==> config.mk <==
export PLATFORM = sky130hd
export DESIGN_NAME = aswc_status_ctrl
export DESIGN_NICKNAME = d
export VERILOG_FILES = /design/src/aswc_pkg.sv /design/src/aswc_cmp_if.sv /design/src/aswc_status_ctrl.sv /design/src/aswc_window_cmp.sv
export SDC_FILE = /design/constraint.sdc
export NUM_CORES = 1
export LEC_CHECK = 0
export BUFFER_PORTS_ARGS = -buffer_cell sky130_fd_sc_hd__buf_2
export CAP_MARGIN = 25
export CORE_ASPECT_RATIO = 0.75
export CORE_UTILIZATION = 45
export CTS_BUF_LIST = sky130_fd_sc_hd__clkbuf_4
export DETAILED_ROUTE_END_ITERATION = 16
export PLACE_DENSITY_LB_ADDON = 0.25
export SLEW_MARGIN = 0
export SYNTH_ARGS = -nofsm -noshare
export SYNTH_HDL_FRONTEND = slang
export SYNTH_SLANG_ARGS = --single-unit
==> constraint.sdc <==
create_clock -name CLK_IN -period 3.8 [get_ports CLK_IN]
set_input_delay 0.38 -clock CLK_IN [delete_from_list [all_inputs] [get_ports CLK_IN]]
set_output_delay 0.38 -clock CLK_IN [all_outputs]
set_load 0.05 [all_outputs]
==> src/aswc_pkg.sv <==
// Purpose: shared constants and types of the converter status/watchdog block
// Assumes: 32-bit register port, 12-bit results, channels 0 to 9
// Notes:   every offset, bit position and reset value lives here

package aswc_pkg;

   // widths
   localparam int unsigned ADDR_W   = 8;
   localparam int unsigned DATA_W   = 32;
   localparam int unsigned RESULT_W = 12;
   localparam int unsigned CHAN_W   = 4;
   localparam int unsigned STS_W    = 4;
   localparam int unsigned CTRL_W   = 8;

   // register byte offsets
   localparam logic [ADDR_W-1:0] STS_OFFSET  = 8'h00;
   localparam logic [ADDR_W-1:0] CTRL_OFFSET = 8'h04;
   localparam logic [ADDR_W-1:0] MASK_OFFSET = 8'h40;

   // converter_status_flags bit positions
   localparam int unsigned STS_WDOG_BIT  = 0;
   localparam int unsigned STS_GROUP_BIT = 1;
   localparam int unsigned STS_START_BIT = 2;
   localparam int unsigned STS_ANY_BIT   = 3;

   // converter_watchdog_irq_control bit positions
   localparam int unsigned CTRL_CHSEL_LSB   = 0;
   localparam int unsigned CTRL_GROUP_IEN   = 4;
   localparam int unsigned CTRL_WDOG_IEN    = 5;
   localparam int unsigned CTRL_SINGLE_BIT  = 6;
   localparam int unsigned CTRL_REGULAR_BIT = 7;

   // values after reset
   localparam logic [STS_W-1:0]  STS_RESET  = 4'h0;
   localparam logic [CTRL_W-1:0] CTRL_RESET = 8'h00;
   localparam logic [STS_W-1:0]  MASK_RESET = 4'hF;

   // highest legal guarded channel
   localparam logic [CHAN_W-1:0] CHAN_MAX = 4'h9;

   // scan sequence tracking
   typedef enum logic [1:0] {
      SEQ_IDLE  = 2'b00,
      SEQ_RUN   = 2'b01,
      SEQ_ABORT = 2'b10
   } aswc_seq_e;

endpackage

==> src/aswc_cmp_if.sv <==
// Purpose: carrier between the control logic and the window comparator
// Assumes: both ends on the same clock
// Notes:   hit is a registered one-cycle pulse

`timescale 1ns/1ps

interface aswc_cmp_if;
   logic                                sample_valid;
   logic [aswc_pkg::CHAN_W-1:0]         sample_chan;
   logic [aswc_pkg::RESULT_W-1:0]       sample_value;
   logic [aswc_pkg::RESULT_W-1:0]       upper;
   logic [aswc_pkg::RESULT_W-1:0]       lower;
   logic                                regular_en;
   logic                                single_en;
   logic [aswc_pkg::CHAN_W-1:0]         chan_sel;
   logic                                hit;

   modport ctrl (
      output sample_valid, sample_chan, sample_value, upper, lower,
      output regular_en, single_en, chan_sel,
      input  hit
   );
   modport cmp (
      input  sample_valid, sample_chan, sample_value, upper, lower,
      input  regular_en, single_en, chan_sel,
      output hit
   );
endinterface // aswc_cmp_if

==> src/aswc_status_ctrl.sv <==
// Purpose: status flags, watchdog control and interrupt of the converter
// Assumes: converter core events are one-cycle pulses on CLK_IN
// Notes:   registers reached over a plain strobe port, read data one
//          cycle after the read strobe
//          flags set on the edge that takes the event and hold until
//          software writes a one; a set beats a clear in the same cycle
//          so an event that lands under a clear is never lost
//          window flag and abort pulse trail the conversion by two edges,
//          one more than the other flags, because the comparator registers its hit
//          the interrupt is registered from the stored flags, so it
//          trails a flag by one edge and a clear by one edge
//          the mask sits at its own offset with the status layout and
//          leaves reset letting every flag through
//          a selector above nine matches no channel, so software that
//          breaks the channel range loses its guard rather than
//          watching the wrong input
//          scan mode and both thresholds live in other registers and
//          arrive here as plain levels on this clock
//          busy follows the sequence state; it rises on the edge that takes
//          a start and drops on the group end or on an abort
//
// Notes on behaviour
// any_channel_done_flag sets on each finished regular conversion
// regular_started_flag sets when a regular conversion begins
// group_done_flag sets when the whole channel group has finished
// window_monitor_flag sets when a result leaves the threshold window
// the watchdog acts on regular channels only while its enable is one
// single-channel guard checks only the selected channel, else all
// a watchdog interrupt needs window_monitor_irq_enable set
// in scan mode a watchdog hit aborts the scan only with that enable
// the conversion-done interrupt needs group_done_irq_enable set
// a four-bit selector picks channel 0 to 9, other values unused
// with scan mode the group interrupt comes after the last channel
// the interrupt is the OR of each flag gated by its mask bit and its enable bit; start and any-done have no enable bit, only the mask gates them

`timescale 1ns/1ps

module aswc_status_ctrl (
   // clock and reset
   input  wire logic                              CLK_IN,
   input  wire logic                              SRST_IN,
   // register port
   input  wire logic [aswc_pkg::ADDR_W-1:0]       REG_ADDR_IN,
   input  wire logic [aswc_pkg::DATA_W-1:0]       REG_WDATA_IN,
   input  wire logic                              REG_WR_IN,
   input  wire logic                              REG_RD_IN,
   output      logic [aswc_pkg::DATA_W-1:0]       REG_RDATA_OUT,
   // converter core events
   input  wire logic                              CONV_START_IN,
   input  wire logic                              CONV_DONE_IN,
   input  wire logic [aswc_pkg::CHAN_W-1:0]       CONV_CHAN_IN,
   input  wire logic [aswc_pkg::RESULT_W-1:0]     CONV_RESULT_IN,
   input  wire logic                              CONV_SEQ_LAST_IN,
   // settings held outside this block
   input  wire logic                              SCAN_MODE_IN,
   input  wire logic [aswc_pkg::RESULT_W-1:0]     UPPER_THRESHOLD_IN,
   input  wire logic [aswc_pkg::RESULT_W-1:0]     LOWER_THRESHOLD_IN,
   // results
   output      logic                              IRQ_OUT,
   output      logic                              SCAN_ABORT_OUT,
   output      logic                              SEQ_BUSY_OUT
);

   // register state
   logic [aswc_pkg::STS_W-1:0]   status_reg;
   logic [aswc_pkg::STS_W-1:0]   status_next;
   logic [aswc_pkg::CTRL_W-1:0]  ctrl_reg;
   logic [aswc_pkg::STS_W-1:0]   mask_reg;
   logic [aswc_pkg::DATA_W-1:0]  rdata_reg;
   logic [aswc_pkg::DATA_W-1:0]  rdata_next;
   logic                         irq_reg;
   logic                         abort_reg;

   // sequence tracking
   aswc_pkg::aswc_seq_e          seq_state_reg;
   aswc_pkg::aswc_seq_e          seq_state_next;

   // decoded strobes and events
   logic                         wr_sts;
   logic                         wr_ctrl;
   logic                         wr_mask;
   logic [aswc_pkg::STS_W-1:0]   set_vec;
   logic [aswc_pkg::STS_W-1:0]   clr_vec;
   logic [aswc_pkg::STS_W-1:0]   enable_vec;
   logic                         group_end;
   logic                         wdog_hit;
   logic                         abort_cond;

   // control fields
   logic                         regular_en;
   logic                         single_en;
   logic                         wdog_ien;
   logic                         group_ien;
   logic [aswc_pkg::CHAN_W-1:0]  chan_sel;

   // bus-width register views and interrupt terms
   logic [aswc_pkg::DATA_W-1:0]  sts_word;
   logic [aswc_pkg::DATA_W-1:0]  ctrl_word;
   logic [aswc_pkg::DATA_W-1:0]  mask_word;
   logic [aswc_pkg::STS_W-1:0]   irq_term;

   // comparator carrier
   aswc_cmp_if cmp_bus ();

   // address match, used by both the write and the read paths
   // exact match on the whole byte address, no aliasing of offsets
   function automatic logic addr_is(
      input logic [aswc_pkg::ADDR_W-1:0] addr,
      input logic [aswc_pkg::ADDR_W-1:0] offset
   );
      addr_is = (addr == offset);
   endfunction

   // field views of the control register
   // named once here so the rest of the block never indexes ctrl_reg
   assign regular_en = ctrl_reg[aswc_pkg::CTRL_REGULAR_BIT];
   assign single_en  = ctrl_reg[aswc_pkg::CTRL_SINGLE_BIT];
   assign wdog_ien   = ctrl_reg[aswc_pkg::CTRL_WDOG_IEN];
   assign group_ien  = ctrl_reg[aswc_pkg::CTRL_GROUP_IEN];
   assign chan_sel   = ctrl_reg[aswc_pkg::CTRL_CHSEL_LSB +: aswc_pkg::CHAN_W];

   // present each finished conversion to the comparator
   // enable and guard travel with it, the comparator applies both
   assign cmp_bus.sample_valid = CONV_DONE_IN;
   assign cmp_bus.sample_chan  = CONV_CHAN_IN;
   assign cmp_bus.sample_value = CONV_RESULT_IN;
   assign cmp_bus.upper        = UPPER_THRESHOLD_IN;
   assign cmp_bus.lower        = LOWER_THRESHOLD_IN;
   assign cmp_bus.regular_en   = regular_en;
   assign cmp_bus.single_en    = single_en;
   assign cmp_bus.chan_sel     = chan_sel;
   assign wdog_hit             = cmp_bus.hit;

   // window check lives in its own module
   // keeping the wide compares apart from the register logic
   aswc_window_cmp u_window_cmp (
      .clk_in  (CLK_IN),
      .srst_in (SRST_IN),
      .cmp_bus (cmp_bus)
   );

   // write decode; unmapped writes are dropped without a trace, and the
   // status offset only ever clears, a written zero leaves a flag alone
   always_comb begin
      wr_sts  = REG_WR_IN && addr_is(REG_ADDR_IN, aswc_pkg::STS_OFFSET);
      wr_ctrl = REG_WR_IN && addr_is(REG_ADDR_IN, aswc_pkg::CTRL_OFFSET);
      wr_mask = REG_WR_IN && addr_is(REG_ADDR_IN, aswc_pkg::MASK_OFFSET);
   end

   // control register; reserved upper bits are not stored, so they read
   // back as zero whatever software wrote there
   always_ff @(posedge CLK_IN) begin
      if (SRST_IN) begin
         ctrl_reg <= aswc_pkg::CTRL_RESET;
      end else if (wr_ctrl) begin
         ctrl_reg <= REG_WDATA_IN[aswc_pkg::CTRL_W-1:0];
      end
   end

   // interrupt mask, same layout as the status flags; a one lets the
   // flag reach the interrupt, a zero keeps it for polling only
   always_ff @(posedge CLK_IN) begin
      if (SRST_IN) begin
         mask_reg <= aswc_pkg::MASK_RESET;
      end else if (wr_mask) begin
         mask_reg <= REG_WDATA_IN[aswc_pkg::STS_W-1:0];
      end
   end

   // a group ends on its last channel in scan mode, else every conversion
   // is a group of one
   always_comb begin
      group_end = CONV_DONE_IN && (CONV_SEQ_LAST_IN || !SCAN_MODE_IN);
   end

   // hardware set events for each flag; events need no synchroniser,
   // the converter core runs on this same clock
   always_comb begin
      set_vec                          = '0;
      set_vec[aswc_pkg::STS_ANY_BIT]   = CONV_DONE_IN;
      set_vec[aswc_pkg::STS_START_BIT] = CONV_START_IN;
      set_vec[aswc_pkg::STS_GROUP_BIT] = group_end;
      set_vec[aswc_pkg::STS_WDOG_BIT]  = wdog_hit;
   end

   // write-one-to-clear from software; only the status offset clears,
   // so a stray write elsewhere never wipes an event
   always_comb begin
      clr_vec = wr_sts ? REG_WDATA_IN[aswc_pkg::STS_W-1:0] : '0;
   end

   // one sticky cell per flag; the set term is ORed in last so it wins
   // over a clear in the same cycle and no event is lost
   for (genvar b = 0; b < aswc_pkg::STS_W; b++) begin : g_flag
      assign status_next[b] = set_vec[b] || (status_reg[b] && !clr_vec[b]);
      // each flag's share of the interrupt, gated by mask and enable
      assign irq_term[b]    = status_reg[b] && mask_reg[b] && enable_vec[b];
   end

   // sticky status flags, one register for all four so a read always
   // sees a coherent snapshot
   always_ff @(posedge CLK_IN) begin
      if (SRST_IN) begin
         status_reg <= aswc_pkg::STS_RESET;
      end else begin
         status_reg <= status_next;
      end
   end

   // abort only while a scan is really running; a hit that lands after
   // the group has closed finds the sequence idle and asks nothing
   always_comb begin
      abort_cond = wdog_hit && wdog_ien && SCAN_MODE_IN &&
                   (seq_state_reg == aswc_pkg::SEQ_RUN);
   end

   // sequence tracking: run from the first start to the group end
   //    idle:  no regular conversion under way
   //    run:   a conversion has started, its group has not ended
   //    abort: a watchdog hit cut the scan short; a start seen in this
   //           one cycle is ignored while the core drops the scan
   always_comb begin
      seq_state_next = seq_state_reg;
      case (seq_state_reg)
         aswc_pkg::SEQ_IDLE: begin
            if (CONV_START_IN) begin
               seq_state_next = aswc_pkg::SEQ_RUN;
            end
         end
         aswc_pkg::SEQ_RUN: begin
            if (abort_cond) begin
               seq_state_next = aswc_pkg::SEQ_ABORT;
            end else if (group_end) begin
               seq_state_next = aswc_pkg::SEQ_IDLE;
            end
         end
         aswc_pkg::SEQ_ABORT: begin
            // one cycle to let the core drop the scan
            seq_state_next = aswc_pkg::SEQ_IDLE;
         end
         default: begin
            // unused code, fall back to idle
            seq_state_next = aswc_pkg::SEQ_IDLE;
         end
      endcase
   end

   // sequence state register
   // reset returns to idle, dropping any half-finished scan
   always_ff @(posedge CLK_IN) begin
      if (SRST_IN) begin
         seq_state_reg <= aswc_pkg::SEQ_IDLE;
      end else begin
         seq_state_reg <= seq_state_next;
      end
   end

   // abort pulse to the converter core, one cycle long; the state
   // machine leaves run on the same edge, so it cannot repeat
   always_ff @(posedge CLK_IN) begin
      if (SRST_IN) begin
         abort_reg <= 1'b0;
      end else begin
         abort_reg <= abort_cond;
      end
   end

   // per-flag interrupt enables; start and any-done rely on the mask
   // alone, as the control word holds no enable of their own
   always_comb begin
      enable_vec                          = '1;
      enable_vec[aswc_pkg::STS_WDOG_BIT]  = wdog_ien;
      enable_vec[aswc_pkg::STS_GROUP_BIT] = group_ien;
   end

   // level interrupt from the already stored flags, so it rises one cycle
   // after the flag and falls one cycle after the clear
   // a registered output costs a cycle but keeps glitches off the pin
   always_ff @(posedge CLK_IN) begin
      if (SRST_IN) begin
         irq_reg <= 1'b0;
      end else begin
         irq_reg <= |irq_term;
      end
   end

   // zero-extended views, so reserved bits never leak onto the bus
   always_comb begin
      sts_word                        = '0;
      sts_word[aswc_pkg::STS_W-1:0]   = status_reg;
      ctrl_word                       = '0;
      ctrl_word[aswc_pkg::CTRL_W-1:0] = ctrl_reg;
      mask_word                       = '0;
      mask_word[aswc_pkg::STS_W-1:0]  = mask_reg;
   end

   // read mux; unmapped addresses read as zero, and only a read strobe
   // opens the mux so the bus rests at zero between reads
   always_comb begin
      rdata_next = '0;
      if (REG_RD_IN) begin
         if (addr_is(REG_ADDR_IN, aswc_pkg::STS_OFFSET)) begin
            rdata_next = sts_word;
         end else if (addr_is(REG_ADDR_IN, aswc_pkg::CTRL_OFFSET)) begin
            rdata_next = ctrl_word;
         end else if (addr_is(REG_ADDR_IN, aswc_pkg::MASK_OFFSET)) begin
            rdata_next = mask_word;
         end else begin
            rdata_next = '0;
         end
      end
   end

   // read data stand for the one cycle after the strobe only
   // the zero default of the mux drops them on the next edge
   always_ff @(posedge CLK_IN) begin
      if (SRST_IN) begin
         rdata_reg <= '0;
      end else begin
         rdata_reg <= rdata_next;
      end
   end

   // outputs straight from flip-flops
   // no logic between a register and a pin, so no glitches escape
   assign REG_RDATA_OUT  = rdata_reg;
   assign IRQ_OUT        = irq_reg;
   assign SCAN_ABORT_OUT = abort_reg;

   // busy view of the sequence, registered for a clean output
   // taken from the next state so busy lines up with the state register
   logic busy_reg;

   always_ff @(posedge CLK_IN) begin
      if (SRST_IN) begin
         busy_reg <= 1'b0;
      end else begin
         busy_reg <= (seq_state_next == aswc_pkg::SEQ_RUN);
      end
   end

   assign SEQ_BUSY_OUT = busy_reg;

endmodule // aswc_status_ctrl

==> src/aswc_window_cmp.sv <==
// Purpose: analog watchdog window check on each finished conversion
// Assumes: thresholds are stable while a result is presented
// Notes:   one cycle of latency from sample_valid to hit

`timescale 1ns/1ps

module aswc_window_cmp (
   // clock and reset
   input  wire logic   clk_in,
   input  wire logic   srst_in,
   // comparator carrier
   aswc_cmp_if.cmp     cmp_bus
);

   // true when a result lies outside [lower, upper]
   function automatic logic outside_window(
      input logic [aswc_pkg::RESULT_W-1:0] value,
      input logic [aswc_pkg::RESULT_W-1:0] hi,
      input logic [aswc_pkg::RESULT_W-1:0] lo
   );
      outside_window = (value > hi) || (value < lo);
   endfunction

   logic chan_guarded;

   // selector values above nine never equal a real channel, so they guard
   // nothing rather than aliasing onto one
   always_comb begin
      chan_guarded = !cmp_bus.single_en ||
                     ((cmp_bus.sample_chan == cmp_bus.chan_sel) &&
                      (cmp_bus.chan_sel <= aswc_pkg::CHAN_MAX));
   end

   // registered hit pulse
   always_ff @(posedge clk_in) begin
      if (srst_in) begin
         cmp_bus.hit <= 1'b0;
      end else begin
         cmp_bus.hit <= cmp_bus.sample_valid &&
                        cmp_bus.regular_en &&
                        chan_guarded &&
                        outside_window(cmp_bus.sample_value,
                                       cmp_bus.upper,
                                       cmp_bus.lower);
      end
   end

endmodule // aswc_window_cmp

==> flow_results.org <==
** Yosys
- By instance count, the leading cell after synthesis is sky130_fd_sc_hd__dfxtp_1.
- Adder and majority cell fraction of the synthesized area :: 14.8%
- Yosys mapped a number of flops with a built-in enable equal to 0.
- In the synthesized netlist, the number of instances is 232.
- After synthesis, the share of cell area in mux cells is 4.62%.
- In the synthesized netlist the dominant register cell turns out to be sky130_fd_sc_hd__dfxtp_1.
- For this run, the register share of the synthesized area comes to 30.8%.
- Area fraction in compound gates after synthesis :: between 10% and 20%
- Netlist Area Pre-Place :: around 1900 µm²
- The netlist uses 37 different library cells.
- Yosys printed 0 warnings.
- For this run, asynchronously set or reset flops after synthesis account for 0%.
- In this run, synthesis produced a sequential element count of 30.
- Fraction of synthesized cell area in xor and xnor cells :: 0.899%
- Of the post-synthesis cell area, the dominant cell type holds slightly above 30%.
- Area fraction in and, or, nand and nor cells after synthesis :: 20.2%
- Largest area contributor in the netlist :: sky130_fd_sc_hd__dfxtp_1
- Post-synthesis area per instance :: 8.40 µm²
- Dominant combinational cell family by area after synthesis :: simple AND/OR/NAND/NOR gates
- By area the synthesized netlist is led by sky130_fd_sc_hd__dfxtp_1 31%, sky130_fd_sc_hd__ha_1 15%, sky130_fd_sc_hd__buf_4 9.2%.
- After synthesis, the most frequently instantiated cells are 30 x sky130_fd_sc_hd__dfxtp_1, 26 x sky130_fd_sc_hd__inv_1, 24 x sky130_fd_sc_hd__buf_4, 23 x sky130_fd_sc_hd__ha_1, 20 x sky130_fd_sc_hd__nor2_1.

** Die
- The floorplan step defined a die boundary enclosing 4600 µm².
- The core region is 4100 µm².
- Horizontal die dimension :: about 78 µm
- Once the floorplan was initialized, standard cells occupied 47.5% of the core.
- The die is 59.0 µm tall.
- The floorplan has 20 rows.
- For this design the top-level I/O count stands at 123.

** Clock tree
- Buffers inserted during clock tree synthesis total 5.
- Clock-pin slew reported for the worst setup and hold paths after clock tree synthesis :: 0.09 ns
- At the later pin of the worst-skew pair, clock insertion delay measures 0.33 ns.
- TritonCTS built the clock tree.
- CTS Hold Bufs :: 0
- In this run the post-CTS setup repair buffer count came out at 0.
- Clock root buffer master :: sky130_fd_sc_hd__clkbuf_4
- The clock net in this run drives a total of 30 sinks.
- The H-tree generated during clock tree synthesis spans 2 levels.
- No sink is reached through more buffers than the 2 on the longest clock path.
- CTS resizes :: 0

** Global route
- The initial antenna violation count is 0.
- Entering global routing, the biggest net connects 23 pins.
- Via count of the first global-routing pass :: 1460
- After global routing the overflow that remains totals 0.
- The first global-routing pass estimated 6.58 mm of wire.
- All-Layer GR Usage :: about a fifth

** Timing
- Final worst path period share :: between 40% and 50%
- Transition time at the pin with the least slew margin :: 0.686 ns
- RSZ-0062 raised after global routing :: no
- Post-route worst hold slack :: about 0.28 ns
- Final setup violating endpoints :: 0
- Hold violation total from the final report :: 0
- Worst clock skew on the final layout :: 0.00658 ns
- Max frequency :: 543 MHz
- Final critical delay including setup and external delays :: 1.84 ns
- The max-slew violation total from the final report came to 0.
- Headroom to the max-slew limit came out at 53.6%.
- Adding up every negative setup slack in the final design gives 0 ns.

** Routing
- Overall routed net length :: 4.05 mm
- Once detail routing completed, the nets flagged for antenna violations numbered 0.
- Signal routing reaches up to met4.
- The detailed router placed approximately 1700 vias in this run.
- Post-detailed-route via-to-cell ratio :: 4.64
- Wire length on met1 :: 2.15 mm
- The first routing iteration left 82 violations.
- Count of TritonRoute iterations in the first routing pass :: 4
- WL/cell :: 11.1 µm
- Remaining routing DRC violations :: 0
- Routed wl met2 :: 1.55 mm
- After detailed routing, the met3 layer carries 315 µm of wire.

** Finish
- The area growth from synthesis to layout is 19.9%.
- Summing all non-filler instances in the final layout gives an area of 2340 µm².
- Leaving out filler cells and counting taps, the final layout contains 365.
- In the final layout, the share of cells above drive strength 1 is 27.7%.
- Count of antenna diodes in the layout :: 0
- Counting the fill cells in the layout gives 406.
- The final layout contains 420 nets.

** Run
- Total of max-cap violations :: 0

** Run status
- Status :: finished, final reports clean

** Placed design
- Input and output buffers added on the ports amount to 74.
- After detailed placement, the total cell area comes to approximately 2300 µm².
- Detailed placement ended at an HPWL of 3.35 mm.
- At the end of routability-driven placement, the weighted congestion stood at approximately 0.83.
- Placed instance count :: between 300 and 400

** Worst hold path
- The min-delay analysis places its worst path in the category input pin to flop.

** Power
- Power density relative to cell area :: around 290 nW/µm²
- Summed over all cells, the static leakage comes to 0.00126 µW.
- Across the VDD grid, the largest voltage drop is 0.000151 V.

** Critical path
- Critical Path Sink Type :: flop
- The worst setup path is launched from an input pin.
- Data on the critical path is required at its endpoint by about 4 ns.
- Data on the critical path arrives at its endpoint at 2.06 ns.
- Crit path kind :: input pin to flop
- Maximum fanout count along the critical path :: 8
[worst paths after layout]
path / startpoint / end / slack (ns) / cells after the start
worst min-delay path: REG_WDATA_IN[5] / ctrl_reg[5]$_SDFFE_PP0P_ / 0.28 / 3
worst max-delay path: REG_ADDR_IN[3] / mask_reg[3]$_SDFFE_PP1P_ / 1.96 / 6
worst min register to register: seq_state_reg[1]$_SDFF_PP0_ / SCAN_ABORT_OUT$_SDFF_PP0_ / 0.47 / 1
worst max register to register: ctrl_reg[1]$_SDFFE_PP0P_ / u_window_cmp.cmp_bus.hit$_SDFF_PP0_ / 2.28 / 5
[cells by family after synthesis]
logic type,count (synthesis)
flops,30
other cells,1
mux,9
fa+ha+maj,23
xor+xnor,2
compound gates,41
buf+inv,53
simple gates,73
[per-stage QoR]
stage / utilization, % / power, µW / worst slack (ns)
detailed placement: 55.6 / 499 / 1.63
finish: 56.9 / 673 / 1.96
floorplan: - / 463 / 1.83
global placement: 55.6 / 498 / 1.65
global route: 56.9 / 715 / 1.89
CTS: 56.9 / 680 / 1.99
[metal layers]
layer / vias to the layer above / global-route usage (%)
li1: 903 / -
met2: 63 / 25.0
met3: 4 / 6.00
met5: - / 0
met1: 722 / 28.2
met4: 0 / 7.67
[layout by cell type (no fill, tap or decap), types with 2 or more instances in the layout]
cell type,n
sky130_fd_sc_hd__a211o_1,5
sky130_fd_sc_hd__nand2b_1,4
sky130_fd_sc_hd__nor3_1,4
sky130_fd_sc_hd__inv_1,26
sky130_fd_sc_hd__ha_1,23
sky130_fd_sc_hd__mux2i_1,9
sky130_fd_sc_hd__a211oi_1,2
sky130_fd_sc_hd__a21o_1,3
sky130_fd_sc_hd__nor2_1,20
sky130_fd_sc_hd__dfxtp_1,30
sky130_fd_sc_hd__xnor2_1,2
sky130_fd_sc_hd__buf_2,74
sky130_fd_sc_hd__and2_1,4
sky130_fd_sc_hd__conb_1,24
sky130_fd_sc_hd__nand3_1,10
sky130_fd_sc_hd__nand2_1,9
sky130_fd_sc_hd__a2111oi_0,3
sky130_fd_sc_hd__o211ai_1,2
sky130_fd_sc_hd__nand4_1,4
sky130_fd_sc_hd__clkbuf_4,6
sky130_fd_sc_hd__nor2b_1,10
sky130_fd_sc_hd__a21oi_1,16
sky130_fd_sc_hd__o21ai_0,4
[critical path, cell delays in order]
cell	delay (ns)
sky130_fd_sc_hd__buf_2	0.10
sky130_fd_sc_hd__or4_4	0.53
sky130_fd_sc_hd__or3_4	0.36
sky130_fd_sc_hd__nor3_4	0.33
sky130_fd_sc_hd__nor2b_1	0.09
sky130_fd_sc_hd__a211o_1	0.27
[report_power, final]
part | switching (µW) | internal [µW]
combinational | 114 | 56.4
clock | 103 | 76.4
sequential | 3.15 | 319
total | 220 | 452
[area by class of cell]
class / instances / area [µm²] / area share (%)
clock buffer: 6 / 45.0 / 1.93
clock inverter: 2 / 8.76 / 0.375
inverter: 26 / 97.6 / 4.18
multi-input combinational: 172 / 1140 / 49.0
sequential: 30 / 601 / 25.7
tap: 55 / 68.8 / 2.95
timing repair buffer: 74 / 370 / 15.9
(Power assumes the default switching activity.)
